<file path="src/bgvm_map.vh">
// register map, field positions and timing counts of the battery gauge
// Notes on behaviour
// [RQ1] each conversion adds into charge or discharge 24-bit sum by sign; count++
// [RQ2] latest gauge conversion result stays readable in two's complement
// [RQ3] transfer request copies both sums and the counter to readable registers
// [RQ4] transfer request bit clears itself once the copy is done
// [RQ5] host waits about 250 us after a transfer request before reading
// [RQ6] a one on a clear bit resets its sum or the conversion counter
// [RQ7] clear written with transfer request acts only after the copy
// [RQ8] each clear bit returns to zero once its reset is done
// [RQ9] gauge offset calibration bit ties the two gauge converter inputs together
// [RQ10] one gauge conversion lasts 8192 ticks of the 32.768 kHz clock
// [RQ11] gauge off under power-on reset or reset pin low; enable resets to 0
// [RQ12] standby pin low stops the gauge at once, abandoning the conversion
// [RQ13] clearing gauge enable lets the running conversion finish first
// [RQ14] host takes remaining charge as charge sum minus discharge sum
// [RQ15] voltage monitor works only while its power-on bit is set
// [RQ16] monitor width select picks 7-bit or 12-bit conversions
// [RQ17] monitor ready flag rises once the converter is ready after power-on
// [RQ18] monitor start begins one conversion and clears itself at once
// [RQ19] running flag high during conversion; result readable when it drops
// [RQ20] monitor zero calibration bit grounds the voltage converter input
// [RQ21] 7-bit conversion takes 256 ticks, 12-bit takes 8192 ticks
// [RQ22] voltage monitor off under power-on reset or reset pin low
// [RQ23] reset pin restores control registers but keeps the sums
// [RQ24] sums and counter wrap modulo their width, independently
`ifndef BGVM_MAP_VH
`define BGVM_MAP_VH

// register offsets, byte wide registers
`define BGVM_OFS_GCTRL 8'h03
`define BGVM_OFS_CHG_LO 8'h04
`define BGVM_OFS_CHG_MI 8'h05
`define BGVM_OFS_CHG_HI 8'h06
`define BGVM_OFS_DIS_LO 8'h07
`define BGVM_OFS_DIS_MI 8'h08
`define BGVM_OFS_DIS_HI 8'h09
`define BGVM_OFS_SMP_LO 8'h10
`define BGVM_OFS_SMP_HI 8'h11
`define BGVM_OFS_CNT_LO 8'h12
`define BGVM_OFS_CNT_HI 8'h13
`define BGVM_OFS_VCTRL 8'h14
`define BGVM_OFS_VRES_LO 8'h15
`define BGVM_OFS_VRES_HI 8'h16

// gauge control fields
`define BGVM_G_ENABLE 0
`define BGVM_G_XFER 1
`define BGVM_G_CLR_CHG 2
`define BGVM_G_CLR_DIS 3
`define BGVM_G_CLR_CNT 4
`define BGVM_G_CAL 5

// monitor control fields
`define BGVM_V_POWER 0
`define BGVM_V_WIDE 1
`define BGVM_V_READY 2
`define BGVM_V_START 3
`define BGVM_V_RUN 4
`define BGVM_V_CAL 5

// reset values
`define BGVM_GCTRL_RST 8'h00
`define BGVM_VCTRL_RST 8'h00

// conversion lengths in 32.768 kHz ticks
`define BGVM_GAUGE_TICKS 14'h2000
`define BGVM_VMON7_TICKS 14'h0100
`define BGVM_VMON12_TICKS 14'h2000
// converter settling after power-on before ready
`define BGVM_VMON_SETTLE 14'h0004

`endif

</file>
<file path="src/bgvm_top.v">
// battery gauge accumulators, voltage monitor control and register port
`default_nettype none
`include "bgvm_map.vh"

module bgvm_top (
	input wire CORE_CLK_I, // 200 MHz core clock
	input wire RST_I, // synchronous reset, active high
	input wire CLK32K_I, // 32.768 kHz reference pin
	input wire RESET_PIN_N_I, // reset pin, active low
	input wire STANDBY_PIN_N_I, // standby pin, active low
	input wire POR_I, // battery under power-on-reset threshold
	input wire [12:0] GAUGE_SAMPLE_I, // gauge converter result, 2s compl
	input wire [11:0] VMON_SAMPLE_I, // voltage converter result
	input wire VMON_ANALOG_UP_I, // voltage converter settled
	input wire [7:0] ADDR_I, // register address
	input wire [7:0] WDATA_I, // write data
	input wire WR_I, // write strobe
	input wire RD_I, // read strobe
	output reg [7:0] RDATA_O, // read data, cycle after strobe
	output reg GAUGE_RUN_O, // gauge converter running
	output reg GAUGE_SHORT_O, // gauge inputs tied together
	output reg VMON_POWER_O, // voltage converter powered
	output reg VMON_GROUND_O, // voltage input grounded
	output reg VMON_CONVERT_O // voltage converter converting
);

	// sign extension of a gauge sample, used for both sums
	function [23:0] ext24;
		input [12:0] s;
		begin
			ext24 = {{11{s[12]}}, s};
		end
	endfunction

	////////////////////////////////////////////////////////////////////////
	// pin synchronisers

	reg [2:0] clk32_q;
	reg [1:0] rstn_q;
	reg [1:0] stbn_q;
	reg [1:0] por_q;
	reg [1:0] vup_q;
	reg [12:0] gs1_q;
	reg [12:0] gs2_q;
	reg [11:0] vs1_q;
	reg [11:0] vs2_q;

	// two flops on every pin; the third clk32 flop only feeds edge detect
	always @(posedge CORE_CLK_I)
	begin
		if (RST_I)
		begin
			clk32_q <= 3'b000;
			rstn_q <= 2'b00;
			stbn_q <= 2'b00;
			por_q <= 2'b11;
			vup_q <= 2'b00;
			gs1_q <= 13'h0000;
			gs2_q <= 13'h0000;
			vs1_q <= 12'h000;
			vs2_q <= 12'h000;
		end
		else
		begin
			clk32_q <= {clk32_q[1:0], CLK32K_I};
			rstn_q <= {rstn_q[0], RESET_PIN_N_I};
			stbn_q <= {stbn_q[0], STANDBY_PIN_N_I};
			por_q <= {por_q[0], POR_I};
			vup_q <= {vup_q[0], VMON_ANALOG_UP_I};
			gs1_q <= GAUGE_SAMPLE_I;
			gs2_q <= gs1_q;
			vs1_q <= VMON_SAMPLE_I;
			vs2_q <= vs1_q;
		end
	end

	// one core cycle enable per rising edge of the slow clock
	wire tick = clk32_q[1] & ~clk32_q[2];
	// pin reset or low battery puts control back to power-up values
	wire hold = ~rstn_q[1] | por_q[1]; // RQ11 RQ22 RQ23
	wire stb_n = stbn_q[1];

	////////////////////////////////////////////////////////////////////////
	// register writes

	wire wr_g = WR_I & (ADDR_I == `BGVM_OFS_GCTRL);
	wire wr_v = WR_I & (ADDR_I == `BGVM_OFS_VCTRL);

	reg g_en_q;
	reg g_xfer_q;
	reg g_clr_chg_q;
	reg g_clr_dis_q;
	reg g_clr_cnt_q;
	reg g_cal_q;
	reg v_pwr_q;
	reg v_wide_q;
	reg v_cal_q;

	// control bits; request and clear bits live for one cycle only
	always @(posedge CORE_CLK_I)
	begin
		if (RST_I | hold)
		begin
			g_en_q <= 1'b0; // RQ11 RQ23
			g_xfer_q <= 1'b0;
			g_clr_chg_q <= 1'b0;
			g_clr_dis_q <= 1'b0;
			g_clr_cnt_q <= 1'b0;
			g_cal_q <= 1'b0;
			v_pwr_q <= 1'b0;
			v_wide_q <= 1'b0;
			v_cal_q <= 1'b0;
		end
		else
		begin
			if (wr_g)
			begin
				g_en_q <= WDATA_I[`BGVM_G_ENABLE];
				g_cal_q <= WDATA_I[`BGVM_G_CAL];
			end
			// copy and clears are done in the cycle after the write
			g_xfer_q <= wr_g & WDATA_I[`BGVM_G_XFER]; // RQ4
			g_clr_chg_q <= wr_g & WDATA_I[`BGVM_G_CLR_CHG]; // RQ8
			g_clr_dis_q <= wr_g & WDATA_I[`BGVM_G_CLR_DIS]; // RQ8
			g_clr_cnt_q <= wr_g & WDATA_I[`BGVM_G_CLR_CNT]; // RQ8
			if (wr_v)
			begin
				v_pwr_q <= WDATA_I[`BGVM_V_POWER];
				v_wide_q <= WDATA_I[`BGVM_V_WIDE];
				v_cal_q <= WDATA_I[`BGVM_V_CAL];
			end
		end
	end

	////////////////////////////////////////////////////////////////////////
	// gas gauge conversion timing

	reg g_run_q;
	reg [13:0] g_tick_q;
	wire g_ok = stb_n & ~hold;
	wire g_end = g_run_q & tick & (g_tick_q == `BGVM_GAUGE_TICKS - 14'h0001);

	// a conversion is 8192 ticks; enable low only stops at the boundary
	always @(posedge CORE_CLK_I)
	begin
		if (RST_I | ~g_ok)
		begin
			g_run_q <= 1'b0; // RQ11 RQ12
			g_tick_q <= 14'h0000; // RQ12
		end
		else if (!g_run_q)
		begin
			g_run_q <= g_en_q;
			g_tick_q <= 14'h0000;
		end
		else if (tick)
		begin
			if (g_end)
			begin
				g_tick_q <= 14'h0000; // RQ10
				g_run_q <= g_en_q; // RQ13
			end
			else
				g_tick_q <= g_tick_q + 14'h0001;
		end
	end

	////////////////////////////////////////////////////////////////////////
	// accumulators and snapshots

	reg [23:0] chg_q;
	reg [23:0] dis_q;
	reg [11:0] cnt_q;
	reg [12:0] smp_q;
	reg [23:0] chg_snap_q;
	reg [23:0] dis_snap_q;
	reg [11:0] cnt_snap_q;

	// sums survive the reset pin; only the core reset or a clear bit empties them
	always @(posedge CORE_CLK_I)
	begin
		if (RST_I)
		begin
			chg_q <= 24'h00_0000;
			dis_q <= 24'h00_0000;
			cnt_q <= 12'h000;
			smp_q <= 13'h0000;
		end
		else
		begin
			if (g_end)
				smp_q <= gs2_q; // RQ2
			// clears act after the snapshot below took the old value
			if (g_clr_chg_q)
				chg_q <= 24'h00_0000; // RQ6 RQ7
			else if (g_end & ~gs2_q[12])
				chg_q <= chg_q + ext24(gs2_q); // RQ1 RQ24
			if (g_clr_dis_q)
				dis_q <= 24'h00_0000; // RQ6 RQ7
			else if (g_end & gs2_q[12])
				dis_q <= dis_q - ext24(gs2_q); // RQ1 RQ24
			if (g_clr_cnt_q)
				cnt_q <= 12'h000; // RQ6 RQ7
			else if (g_end)
				cnt_q <= cnt_q + 12'h001; // RQ1 RQ24
		end
	end

	// snapshot copy well inside the eight slow-clock budget
	always @(posedge CORE_CLK_I)
	begin
		if (RST_I)
		begin
			chg_snap_q <= 24'h00_0000;
			dis_snap_q <= 24'h00_0000;
			cnt_snap_q <= 12'h000;
		end
		else if (g_xfer_q)
		begin
			chg_snap_q <= chg_q; // RQ3 RQ7
			dis_snap_q <= dis_q; // RQ3 RQ7
			cnt_snap_q <= cnt_q; // RQ3 RQ7
		end
	end

	////////////////////////////////////////////////////////////////////////
	// voltage monitor

	reg v_ready_q;
	reg v_run_q;
	reg [13:0] v_tick_q;
	reg [11:0] v_res_q;
	wire v_ok = v_pwr_q & ~hold; // RQ15 RQ22
	wire [13:0] v_len = v_wide_q ? `BGVM_VMON12_TICKS : `BGVM_VMON7_TICKS;
	wire v_go = wr_v & WDATA_I[`BGVM_V_START] & WDATA_I[`BGVM_V_POWER];
	wire v_last = tick & (v_tick_q == v_len - 14'h0001);

	// ready after the converter reports up and a short settle
	always @(posedge CORE_CLK_I)
	begin
		if (RST_I | ~v_ok)
		begin
			v_ready_q <= 1'b0; // RQ15
			v_run_q <= 1'b0; // RQ22
			v_tick_q <= 14'h0000;
		end
		else if (!v_ready_q)
		begin
			if (vup_q[1] & tick)
			begin
				if (v_tick_q == `BGVM_VMON_SETTLE - 14'h0001)
				begin
					v_ready_q <= 1'b1; // RQ17
					v_tick_q <= 14'h0000;
				end
				else
					v_tick_q <= v_tick_q + 14'h0001;
			end
		end
		else if (!v_run_q)
		begin
			// start is never stored, so it reads back as zero
			if (v_go)
				v_run_q <= 1'b1; // RQ18
			v_tick_q <= 14'h0000;
		end
		else if (tick)
		begin
			if (v_last)
			begin
				v_run_q <= 1'b0; // RQ19 RQ21
				v_tick_q <= 14'h0000;
			end
			else
				v_tick_q <= v_tick_q + 14'h0001; // RQ21
		end
	end

	// result latched in the same cycle the running flag falls
	always @(posedge CORE_CLK_I)
	begin
		if (RST_I)
			v_res_q <= 12'h000;
		else if (v_ok & v_ready_q & v_run_q & v_last)
		begin
			if (v_wide_q)
				v_res_q <= vs2_q; // RQ16 RQ19
			else
				v_res_q <= {5'h00, vs2_q[11:5]}; // RQ16 RQ19
		end
	end

	////////////////////////////////////////////////////////////////////////
	// read port and analog controls

	reg [7:0] rd_d;

	// read mux; unmapped offsets read zero
	always @*
	begin
		rd_d = 8'h00;
		case (ADDR_I)
		`BGVM_OFS_GCTRL:
			rd_d = {2'b00, g_cal_q, g_clr_cnt_q, g_clr_dis_q, g_clr_chg_q,
				g_xfer_q, g_en_q};
		`BGVM_OFS_CHG_LO: rd_d = chg_snap_q[7:0];
		`BGVM_OFS_CHG_MI: rd_d = chg_snap_q[15:8];
		`BGVM_OFS_CHG_HI: rd_d = chg_snap_q[23:16];
		`BGVM_OFS_DIS_LO: rd_d = dis_snap_q[7:0];
		`BGVM_OFS_DIS_MI: rd_d = dis_snap_q[15:8];
		`BGVM_OFS_DIS_HI: rd_d = dis_snap_q[23:16];
		`BGVM_OFS_SMP_LO: rd_d = smp_q[7:0]; // RQ2
		`BGVM_OFS_SMP_HI: rd_d = {3'b000, smp_q[12:8]}; // RQ2
		`BGVM_OFS_CNT_LO: rd_d = cnt_snap_q[7:0];
		`BGVM_OFS_CNT_HI: rd_d = {4'h0, cnt_snap_q[11:8]};
		`BGVM_OFS_VCTRL:
			rd_d = {2'b00, v_cal_q, v_run_q, 1'b0, v_ready_q, v_wide_q,
				v_pwr_q};
		`BGVM_OFS_VRES_LO: rd_d = v_res_q[7:0];
		`BGVM_OFS_VRES_HI: rd_d = {4'h0, v_res_q[11:8]};
		default: rd_d = 8'h00;
		endcase
	end

	// outputs straight from flops, one cycle behind the state
	always @(posedge CORE_CLK_I)
	begin
		if (RST_I)
		begin
			RDATA_O <= 8'h00;
			GAUGE_RUN_O <= 1'b0;
			GAUGE_SHORT_O <= 1'b0;
			VMON_POWER_O <= 1'b0;
			VMON_GROUND_O <= 1'b0;
			VMON_CONVERT_O <= 1'b0;
		end
		else
		begin
			RDATA_O <= RD_I ? rd_d : 8'h00;
			GAUGE_RUN_O <= g_run_q;
			GAUGE_SHORT_O <= g_cal_q; // RQ9
			VMON_POWER_O <= v_ok; // RQ15
			VMON_GROUND_O <= v_cal_q & v_ok; // RQ20
			VMON_CONVERT_O <= v_run_q & v_ok; // RQ15 falls with power
		end
	end

endmodule
`default_nettype wire

</file>
<file path="config.mk">
export PLATFORM = sky130hd
export DESIGN_NAME = bgvm_top
export DESIGN_NICKNAME = d
export VERILOG_FILES = /design/src/bgvm_top.v
export VERILOG_INCLUDE_DIRS = /design/src /design/src/src
export SDC_FILE = /design/constraint.sdc
export NUM_CORES = 1
export LEC_CHECK = 0
export ABC_AREA = 0
export BUFFER_PORTS_ARGS = -buffer_cell sky130_fd_sc_hd__buf_2
export CAP_MARGIN = 20
export CORE_MARGIN = 1
export CORE_UTILIZATION = 60
export CTS_CLUSTER_DIAMETER = 200
export CTS_CLUSTER_SIZE = 20
export DETAILED_ROUTE_END_ITERATION = 6
export GPL_TIMING_DRIVEN = 0
export MAX_ROUTING_LAYER = met4
export PLACE_DENSITY = 0.74
export SYNTH_ARGS = -nofsm -noshare
export SYNTH_HDL_FRONTEND = slang
export SYNTH_SLANG_ARGS = --single-unit
</file>
<file path="constraint.sdc">
create_clock -name CORE_CLK_I -period 4.5 [get_ports CORE_CLK_I]
set_input_delay 0.45 -clock CORE_CLK_I [delete_from_list [all_inputs] [get_ports CORE_CLK_I]]
set_output_delay 0.45 -clock CORE_CLK_I [all_outputs]
set_load 0.02 [all_outputs]
</file>
==> metrics.json, run 1 <==
{
  "timing": {
    "max_freq_mhz": 284.7,
    "report.final.slew_viol_count": 0,
    "max_slew.worst_pin.slew_ns": 1.138,
    "min_clock_period_post_route_ns": 3.513,
    "rsz0062_at_grt": "no",
    "finalHoldViolCount": 0,
    "timing.max_slew.rel_slack": 0.2340,
    "timing.final.setup_violations": 0,
    "clock-skew-final_ns": 0.01309,
    "final_min_period_over_clock_period": 0.7806,
    "setup_total_negative_slack_ns": 0
  },
  "yosys": {
    "syn-mean-instance-area_um2": 8.701,
    "synth_compound_area_frac": 0.1467,
    "postSynthRegisterBits": 259,
    "number_of_flops_mapped_to_enable_cells_by_yosys": 0,
    "combinational_family_with_the_most_area_after_synthesis": "simple AND/OR/NAND/NOR gates",
    "synth_cell_types": 76,
    "seq_area_frac_synth": 0.4217,
    "synthesis.area_um2": 12290,
    "postSynth.topFlopCell": "sky130_fd_sc_hd__dfxtp_1",
    "synth_simple_gate_area_share": 0.2242,
    "synth_area_in_adders": 0.05312,
    "synth-async-reset-ratio": 0,
    "yosys-mux-area-fraction": 0.08335,
    "post_synth_inst_count": 1413,
    "post_synth_xor_xnor_area": 0.03847,
    "synth.net_count": 1514,
    "synth_warn": 0
  },
  "power_and_ir_drop": {
    "worst_ir_drop_vdd_uv": 311.3,
    "p_per_area_nw_per_um2": 299.0,
    "p_leak_nw": 4.996
  },
  "clock_network": {
    "cts_post_setup_buffers_inserted": 0,
    "cts-hold-fix-buffers": 0,
    "cts_repair_resize_count": 0,
    "htree_num_levels": 1,
    "clock_insertion_delay_at_the_later_pin_of_the_skew_report_ns": 0.49,
    "cts_inserted_buffers": 16,
    "cts.sink_count": 259,
    "cts_clk_pin_slew_worst_paths_ns": 0.09,
    "root_buffer_cell": "sky130_fd_sc_hd__clkbuf_16",
    "cts_tree": "built",
    "clk_path_buf_depth": 3
  },
  "place": {
    "gp_congestion": 0.9815,
    "place.detailed.instances": 1735,
    "placement.io_buffers": 57,
    "hpwl_mm": 24.62
  },
  "routing": {
    "drt-initial-drc-count": 712,
    "detail-route-antenna-nets": 0,
    "num_vias": 10424,
    "drt-vias-per-instance": 5.940,
    "wl_cell_um": 18.47,
    "final_wirelength_mm": 32.41,
    "drc": 0,
    "drt-pass1-iter-count": 6
  },
  "critical_path": {
    "critical_path.max_stage_delay_ns": 0.78,
    "worst_path_max_delay_cell": "sky130_fd_sc_hd__dfxtp_1",
    "worstSetupStartpointType": "flop",
    "crit_path_max_fanout": 15,
    "reg2reg_setup_slack_ns": 0.99,
    "path_delay_family": "compound AO/OA/AOI/OAI gates",
    "worstSetupPathType": "flop to flop",
    "count_of_buffer_and_inverter_cells_on_the_critical_path": 1,
    "arrival_time_of_data_at_the_critical_path_endpoint_ns": 3.95,
    "setup.worst_path.end_class": "flop",
    "cp_cell_sequence": "inv_1, ha_1, a21oi_1, o21bai_1, a21o_1, a21o_1, a21oi_1, o31a_1, mux2i_1, o221a_2",
    "crit_required_ns": 4.94
  },
  "final_layout": {
    "final_cell_mix": "259 x sky130_fd_sc_hd__dfxtp_1, 157 x sky130_fd_sc_hd__nor2_1, 141 x sky130_fd_sc_hd__nand2_1",
    "finalNetCount": 1589,
    "fin_cells": 1755,
    "most_common_cell_after_layout_fill_and_taps_aside": "sky130_fd_sc_hd__dfxtp_1",
    "fillCellCount": 1664,
    "drive_above_1_share": 0.08266,
    "area_overhead_of_the_layout_relative_to_synthesis_pct": 8.549
  },
  "min_path": {
    "hp-class": "primary input to flop"
  },
  "die": {
    "boundaryPins": 63,
    "floorplan.die.width_um": 145.1,
    "height_of_the_die_um": 145.1,
    "floorplan.core_area_um2": 19780,
    "die_area_um2": 21070,
    "std_cell_rows": 51,
    "initial_utilization": 0.6215
  },
  "job": {
    "timing.max_cap.violations": 0
  },
  "grt": {
    "grt_util_all_layers": 0.3146,
    "global_route.overflow_total": 0,
    "grt_max_degree": 21,
    "first_global_vias": 9512,
    "antenna_violations_before_repair": 2,
    "grt_first_pass_wirelength_mm": 51.43
  },
  "status": {
    "status": "complete, no violations"
  }
}
==> through the flow <==
stage / hold WS, ns / total power (W) / util / setup slack, ns / instance area [um2]
finish: 0.1436 / 0.003990 / 0.6746 / 0.9873 / 13350
global placement: 0.3908 / 0.002623 / 0.6527 / 1.076 / 12910
detailed placement: 0.3997 / 0.002627 / 0.6527 / 1.070 / 12910
CTS: 0.1298 / 0.004010 / 0.6744 / 1.038 / 13340
global route: 0.1439 / 0.004130 / 0.6746 / 0.7903 / 13350
floorplan: 0.3895 / 0.002543 / - / 1.819 / 12290
==> state kept, by name, summed over array words and instances, names as in the netlist, 3 cells and up <==
signal / cells
RDATA_O: 8
chg_q: 24
chg_snap_q: 24
clk32_q: 3
cnt_q: 12
cnt_snap_q: 12
dis_q: 24
dis_snap_q: 24
g_tick_q: 14
gs1_q: 13
gs2_q: 13
smp_q: 13
v_res_q: 12
v_tick_q: 14
vs1_q: 12
vs2_q: 12
==> logic make-up after synthesis <==
group,count (synthesis)
compound gates,290
xor+xnor,54
fa+ha+maj,51
buf+inv,97
flops,259
mux,100
simple gates,562
==> cell type report <==
| cell class | count | area (um2) | share of cell area |
|---|---|---|---|
| Antenna cell | 2 | 5.005 | 0.0003750 |
| Buffer | 68 | 290.3 | 0.02175 |
| Clock buffer | 18 | 429.2 | 0.03216 |
| Inverter | 29 | 108.9 | 0.008157 |
| Multi-Input combinational cell | 1057 | 6710 | 0.5028 |
| Sequential cell | 259 | 5185 | 0.3885 |
| Tap cell | 265 | 331.6 | 0.02485 |
| Timing Repair Buffer | 57 | 285.3 | 0.02138 |
==> report_power, final <==
part	switching [W]	leakage, nW	internal, W	total (W)
clock network	0.000735	0.211	0.000676	0.00141
registers	0.0000186	2.10	0.00231	0.00233
logic	0.000154	2.69	0.0000913	0.000246
==> per-layer routing <==
layer  track usage  vias up  part of all wire
met5             -        -                 0
met4        0.1021        0             0.033
met3       0.04465       66             0.061
met2        0.4834      329              0.44
met1        0.4263     4897              0.46
li1              -     5132                 -
==> final timing paths <==
path,end,startpoint,cells after the start
max,dis_q[21],gs2_q[12],10
min,por_q[0],POR_I,2
max reg2reg,dis_q[21],gs2_q[12],10
min reg2reg,por_q[1],por_q[0],1
==> cells in the mapped netlist (3+ instances only) <==
cell,instances,area share
sky130_fd_sc_hd__clkbuf_1,46,0.014
sky130_fd_sc_hd__nand2_1,141,0.043
sky130_fd_sc_hd__or4_1,4,0.0024
sky130_fd_sc_hd__inv_1,28,0.0085
sky130_fd_sc_hd__mux2_2,9,0.0082
sky130_fd_sc_hd__or2_2,7,0.0036
sky130_fd_sc_hd__o31ai_1,10,0.0061
sky130_fd_sc_hd__nor2_1,157,0.048
sky130_fd_sc_hd__o31a_1,3,0.0021
sky130_fd_sc_hd__mux2i_1,90,0.073
sky130_fd_sc_hd__nor4_1,6,0.0031
sky130_fd_sc_hd__dfxtp_1,259,0.42
sky130_fd_sc_hd__nand2b_1,12,0.0061
sky130_fd_sc_hd__a21o_1,16,0.0098
sky130_fd_sc_hd__and4_1,3,0.0021
sky130_fd_sc_hd__buf_1,10,0.0031
sky130_fd_sc_hd__ha_1,49,0.050
sky130_fd_sc_hd__a32o_1,3,0.0024
sky130_fd_sc_hd__xor2_1,28,0.020
sky130_fd_sc_hd__a21oi_1,97,0.039
sky130_fd_sc_hd__a211oi_1,15,0.0092
sky130_fd_sc_hd__o21ai_0,67,0.027
sky130_fd_sc_hd__or3_1,9,0.0046
sky130_fd_sc_hd__xnor2_1,26,0.019
sky130_fd_sc_hd__nand3_1,66,0.027
sky130_fd_sc_hd__nor3b_1,3,0.0018
sky130_fd_sc_hd__a31oi_1,22,0.011
sky130_fd_sc_hd__and2_1,11,0.0056
sky130_fd_sc_hd__buf_4,3,0.0018
sky130_fd_sc_hd__a32oi_1,5,0.0036
sky130_fd_sc_hd__nor2b_1,68,0.035
sky130_fd_sc_hd__o21bai_1,4,0.0024
sky130_fd_sc_hd__nor3_1,24,0.0098
sky130_fd_sc_hd__o21a_1,9,0.0055
sky130_fd_sc_hd__a22oi_1,10,0.0061
sky130_fd_sc_hd__o211ai_1,5,0.0031
sky130_fd_sc_hd__nand4_1,15,0.0076
sky130_fd_sc_hd__buf_2,7,0.0028
sky130_fd_sc_hd__and3_1,16,0.0081
sky130_fd_sc_hd__o22ai_1,3,0.0015
Note: power is estimated with default switching activity, not from simulation.
==> run 2: changes to the inputs <==
--- a/config.mk
+++ b/config.mk
@@ -10,13 +10,13 @@
 export BUFFER_PORTS_ARGS = -buffer_cell sky130_fd_sc_hd__buf_2
 export CAP_MARGIN = 20
 export CORE_MARGIN = 1
-export CORE_UTILIZATION = 60
+export CORE_UTILIZATION = 55
 export CTS_CLUSTER_DIAMETER = 200
 export CTS_CLUSTER_SIZE = 20
 export DETAILED_ROUTE_END_ITERATION = 6
 export GPL_TIMING_DRIVEN = 0
 export MAX_ROUTING_LAYER = met4
-export PLACE_DENSITY = 0.74
+export PLACE_DENSITY = 0.72
 export SYNTH_ARGS = -nofsm -noshare
 export SYNTH_HDL_FRONTEND = slang
 export SYNTH_SLANG_ARGS = --single-unit
==> constraint.sdc (replaced) <==
create_clock -name CORE_CLK_I -period 2.9 [get_ports CORE_CLK_I]
set_input_delay 0.29 -clock CORE_CLK_I [delete_from_list [all_inputs] [get_ports CORE_CLK_I]]
set_output_delay 0.29 -clock CORE_CLK_I [all_outputs]
set_load 0.02 [all_outputs]
==> run 2 against run 1 <==
Non-clock buffer count is 8 higher. Sequential share of layout area shrank 0.32 points. Cell count increased by 1.3%. Final area rose by 0.89%. Sequential power rose by 55%. Wire length is 1.6% higher. Critical path type unchanged. Largest cell class unchanged.
==> metrics.json, run 2 (synthesized netlist as in run 1, its figures left out) <==
{
  "critical_path": {
    "setup.worst_path.end_class": "flop",
    "worstSetupPathType": "flop to flop",
    "worstSetupStartpointType": "flop",
    "reg2reg_setup_slack_ns": 0.08,
    "crit_required_ns": 3.28,
    "arrival_time_of_data_at_the_critical_path_endpoint_ns": 3.19,
    "crit_path_max_fanout": 3
  },
  "final_layout": {
    "finalInstanceArea_um2": 13460,
    "final_cell_mix": "258 x sky130_fd_sc_hd__dfxtp_1, 156 x sky130_fd_sc_hd__nor2_1, 141 x sky130_fd_sc_hd__nand2_1",
    "finalNetCount": 1597,
    "drive_above_1_share": 0.08757,
    "most_common_cell_after_layout_fill_and_taps_aside": "sky130_fd_sc_hd__dfxtp_1",
    "area_overhead_of_the_layout_relative_to_synthesis_pct": 9.516,
    "fillCellCount": 1996,
    "area_taken_by_flip_flops_and_latches_um2": 5189,
    "multiInputGateArea_um2": 6730
  },
  "power_and_ir_drop": {
    "power.sequential.fraction": 0.581,
    "p_per_area_nw_per_um2": 462.6,
    "p_int_w": 0.004790,
    "netSwitchingFraction": 0.2308,
    "share_comb_of_total_power": 0.063,
    "switchingPower_w": 0.001438,
    "worst_ir_drop_vdd_uv": 415.9,
    "p_leak_nw": 5.031,
    "clockPowerShare": 0.356
  },
  "die": {
    "boundaryPins": 63,
    "die_area_um2": 22960,
    "floorplan.die.width_um": 151.5,
    "std_cell_rows": 54,
    "floorplan.core_area_um2": 21890,
    "height_of_the_die_um": 151.5,
    "initial_utilization": 0.5616
  },
  "clock_network": {
    "clk_path_buf_depth": 3,
    "cts.sink_count": 259,
    "htree_num_levels": 1,
    "cts_clk_pin_slew_worst_paths_ns": 0.07,
    "root_buffer_cell": "sky130_fd_sc_hd__clkbuf_16",
    "clock_insertion_delay_at_the_later_pin_of_the_skew_report_ns": 0.49,
    "cts_tree": "built",
    "cts_inserted_buffers": 16
  },
  "grt": {
    "grt_first_pass_wirelength_mm": 51.24,
    "grt_max_degree": 21,
    "first_global_vias": 9568,
    "grt_util_all_layers": 0.2991,
    "global_route.overflow_total": 0,
    "antenna_violations_before_repair": 1
  },
  "routing": {
    "detail-route-antenna-nets": 0,
    "num_vias": 10357,
    "drt-initial-drc-count": 805,
    "drt-pass1-iter-count": 5,
    "wl_cell_um": 18.53,
    "final_wirelength_mm": 32.92,
    "drt-vias-per-instance": 5.828,
    "drc": 0
  },
  "timing": {
    "min_clock_period_post_route_ns": 2.816,
    "max_slew.worst_pin.slew_ns": 0.8830,
    "max_freq_mhz": 355.1,
    "report.final.slew_viol_count": 0,
    "final_min_period_over_clock_period": 0.9711,
    "clock-skew-final_ns": 0.01323,
    "timing.max_slew.rel_slack": 0.4113,
    "final_critical_path_setup_slack_ns": 0.08368,
    "finalHoldViolCount": 0,
    "timing.final.setup_violations": 0
  },
  "status": {
    "status": "complete, no violations"
  },
  "place": {
    "placement.io_buffers": 57,
    "hpwl_mm": 24.77,
    "gp_congestion": 0.9496,
    "pre_cts_slack_ns": -0.5005,
    "placement.cell_area_um2": 12930
  },
  "min_path": {
    "hp-class": "primary input to flop"
  },
  "job": {
    "timing.max_cap.violations": 0
  }
}
## run 2: cell count changes in the layout (fill, tap and decap cells not counted), sizes merged
cell	change
inv	-1
buf	+2
dlygate4sd3	+6
clkinvlp	+1
diode	-1
## run 2: timing repair
| action | 4_1_cts | 5_1_grt |
|---|---|---|
| setup endpoints to repair | 8 | 17 |
| hold buffers | 6 | 0 |
| setup buffers | 2 | 0 |
| gates resized for setup | 2 | 6 |
| pin swaps | 0 | 0 |
| cloned | 0 | 0 |
| endpoints found under the hold margin | 6 | 0 |
## run 2: critical path, stage by stage, from the launching register on
cell and delay, ns:
sky130_fd_sc_hd__dfxtp_1 0.47, sky130_fd_sc_hd__ha_1 0.24, sky130_fd_sc_hd__fa_1 0.24, sky130_fd_sc_hd__a211oi_1 0.11, sky130_fd_sc_hd__o21ai_0 0.34, sky130_fd_sc_hd__a31oi_2 0.20
sky130_fd_sc_hd__o21ai_1 0.27, sky130_fd_sc_hd__nand2_1 0.13, sky130_fd_sc_hd__o32ai_1 0.39, sky130_fd_sc_hd__mux2i_1 0.25, sky130_fd_sc_hd__nand2_1 0.07
## run 2: path summary, 6_finish.rpt
check,depth (start not counted),startpoint,to
setup / recovery,10,gs2_q[0],chg_q[22]
hold / removal,2,GAUGE_SAMPLE_I[1],gs1_q[1]
setup reg to reg,10,gs2_q[0],chg_q[22]
hold reg to reg,1,por_q[0],por_q[1]
## run 2: area by class of cell
type                            instances  area share
Inverter                               29    0.008364
Antenna cell                            1   0.0001859
Tap cell                              280     0.02602
Multi-Input combinational cell       1057      0.4999
Buffer                                 68     0.02156
Clock buffer                           18     0.03187
Sequential cell                       259      0.3854
Timing Repair Buffer                   65     0.02676
## run 2: power groups by stage
stage                     clock, W  sequential (W)  combinational [W]
after floorplan                  0         0.00369           0.000258
after global placement           0         0.00370           0.000369
after detailed placement         0         0.00370           0.000373
after CTS                  0.00227         0.00362           0.000383
after global routing       0.00240         0.00363           0.000427
final                      0.00222         0.00362           0.000390
## run 2: through the flow
stage / TNS (ns) / power, W / instances / util / hold WS (ns)
after global routing: -0.01127 / 0.006448 / 1777 / 0.6151 / 0.002440
after detailed placement: -2.003 / 0.004077 / 1750 / 0.5906 / 0.3992
final: 0 / 0.006228 / 1777 / 0.6151 / 0.009357
after floorplan: 0 / 0.003946 / 1413 / - / 0.3895
after CTS: 0 / 0.006273 / 1776 / 0.6139 / 0.0005151
after global placement: -2.270 / 0.004072 / 1750 / 0.5906 / 0.3919
## run 2: routing by layer
| metal | up-vias | track usage | share of wire |
|---|---|---|---|
| li1 | 5131 | - | - |
| met2 | 305 | 0.4735 | 0.45 |
| met3 | 55 | 0.03862 | 0.060 |
| met4 | 0 | 0.1000 | 0.033 |
| met1 | 4866 | 0.3950 | 0.46 |
| met5 | - | - | 0 |
==> run 3: changes to the inputs <==
--- a/config.mk
+++ b/config.mk
@@ -15,7 +15,6 @@
 export CTS_CLUSTER_SIZE = 20
 export DETAILED_ROUTE_END_ITERATION = 6
 export GPL_TIMING_DRIVEN = 0
-export MAX_ROUTING_LAYER = met4
 export PLACE_DENSITY = 0.72
 export SYNTH_ARGS = -nofsm -noshare
 export SYNTH_HDL_FRONTEND = slang
==> run 3 against run 2 <==
Core utilization fell by 0.13 points. Final area fell by 0.20%. Flip-flop and latch count did not move. Wire length rose by 0.62%. Setup slack improved by 0.044 ns. Die area did not move.
==> metrics.json, run 3 (synthesized netlist as in run 1, its figures left out) <==
{
  "timing": {
    "max_freq_mhz": 360.8,
    "finalHoldViolCount": 0,
    "final.hold.worst_slack_ns": 0.003838,
    "clock-skew-final_ns": 0.01338,
    "max_slew.worst_pin.slew_ns": 0.9000,
    "timing.max_slew.rel_slack": 0.4000,
    "min_clock_period_post_route_ns": 2.772,
    "report.final.slew_viol_count": 0,
    "final_min_period_over_clock_period": 0.9558,
    "timing.final.setup_violations": 0,
    "setup_total_negative_slack_ns": 0,
    "rsz0062_at_grt": "no"
  },
  "grt": {
    "grt_max_degree": 21,
    "global_route.overflow_total": 0,
    "grt_util_all_layers": 0.2948,
    "grt_first_pass_wirelength_mm": 52.33,
    "antenna_violations_before_repair": 2,
    "first_global_vias": 9662
  },
  "job": {
    "timing.max_cap.violations": 0
  },
  "critical_path": {
    "cp_cell_sequence": "inv_1, ha_1, nor2b_1, o31a_2, o21ai_2, o31ai_2, a21oi_2, o31a_1, mux2i_1, o221a_2",
    "count_of_buffer_and_inverter_cells_on_the_critical_path": 1,
    "crit_path_max_fanout": 5,
    "path_delay_family": "compound AO/OA/AOI/OAI gates",
    "arrival_time_of_data_at_the_critical_path_endpoint_ns": 3.22,
    "critical_path.max_stage_delay_ns": 0.58,
    "setup.worst_path.end_class": "flop",
    "worstSetupStartpointType": "flop",
    "worst_path_max_delay_cell": "sky130_fd_sc_hd__dfxtp_1",
    "crit_required_ns": 3.35,
    "worstSetupPathType": "flop to flop"
  },
  "routing": {
    "drt-initial-drc-count": 769,
    "detail-route-antenna-nets": 0,
    "final_wirelength_mm": 33.13,
    "route.top_layer_used": "met5",
    "drt-pass1-iter-count": 5,
    "routed-wl-met2_mm": 14.93,
    "wl_cell_um": 18.67,
    "route.met3.wl_mm": 1.891,
    "wl_met1_mm": 15.41,
    "drt-vias-per-instance": 5.831,
    "num_vias": 10344,
    "drc": 0
  },
  "clock_network": {
    "clk_path_buf_depth": 3,
    "cts_tree": "built",
    "clock_insertion_delay_at_the_later_pin_of_the_skew_report_ns": 0.50,
    "cts_inserted_buffers": 16,
    "htree_num_levels": 1,
    "cts_clk_pin_slew_worst_paths_ns": 0.09,
    "cts.sink_count": 259,
    "root_buffer_cell": "sky130_fd_sc_hd__clkbuf_16"
  },
  "die": {
    "die_area_um2": 22960,
    "initial_utilization": 0.5616,
    "std_cell_rows": 54,
    "floorplan.die.width_um": 151.5,
    "floorplan.core_area_um2": 21890,
    "height_of_the_die_um": 151.5,
    "boundaryPins": 63
  },
  "place": {
    "gp_congestion": 0.9605,
    "placement.io_buffers": 57,
    "hpwl_mm": 24.72,
    "place.detailed.instances": 1750
  },
  "power_and_ir_drop": {
    "total_power_w": 0.006245,
    "p_per_area_nw_per_um2": 464.8,
    "p_leak_nw": 5.020,
    "worst_ir_drop_vdd_uv": 419.4
  },
  "status": {
    "status": "complete, no violations"
  },
  "final_layout": {
    "drive_above_1_share": 0.08774,
    "area_overhead_of_the_layout_relative_to_synthesis_pct": 9.291,
    "most_common_cell_after_layout_fill_and_taps_aside": "sky130_fd_sc_hd__dfxtp_1",
    "final_cell_mix": "258 x sky130_fd_sc_hd__dfxtp_1, 157 x sky130_fd_sc_hd__nor2_1, 141 x sky130_fd_sc_hd__nand2_1",
    "fin_cells": 1774,
    "finalNetCount": 1594
  },
  "min_path": {
    "hp-class": "primary input to flop"
  }
}
-- run 3: changes by cell type in the layout (fill, tap and decap cells not counted), sizes merged --
cell         delta
dlygate4sd3     -3
-- run 3: area by class of cell --
type	instances	area, um2
tap	280	350.3
antenna	1	2.502
multi-input combinational	1057	6733
sequential	259	5189
timing repair buffer	62	330.3
fill	1968	8454
inverter	29	112.6
buffer	68	290.3
clock buffer	18	429.2
-- run 3: stage by stage --
step	setup slack [ns]	util	cell area, um2
4_1_cts	0.01132	0.6125	13410
3_3_place_gp	-0.5670	0.5906	12930
5_1_grt	0.003334	0.6137	13430
2_1_floorplan	0.2194	-	12290
6_report	0.1281	0.6138	13440
3_5_place_dp	-0.5208	0.5906	12930
-- run 3: path summary, 6_finish.rpt --
| check | startpoint | to | slack [ns] | depth (start not counted) |
|---|---|---|---|---|
| max | gs2_q[1] | dis_q[21] | 0.13 | 10 |
| min | VMON_SAMPLE_I[6] | vs1_q[6] | 0.004 | 2 |
| max reg2reg | gs2_q[1] | dis_q[21] | 0.13 | 10 |
| min reg2reg | por_q[0] | por_q[1] | 0.42 | 1 |
-- run 3: report_power, final --
group	internal, W	switching, W
Clock	0.00105	0.00118
Combinational	0.000146	0.000242
Sequential	0.00359	0.0000300
-- run 3: metal layers --
metal  track usage  up-vias
li1              -     5132
met3       0.04162       60
met2        0.4717      305
met5             0        -
met1        0.4093     4845
met4       0.09307        2
-- run 3: repair_timing --
| item | 4_1_cts | 5_1_grt |
|---|---|---|
| cloned | 0 | 0 |
| gates resized for setup | 2 | 6 |
| buffers inserted | 2 | 0 |
| hold buffers | 3 | 0 |
| endpoints found under the hold margin | 3 | 0 |
| endpoints found under the setup margin | 8 | 16 |
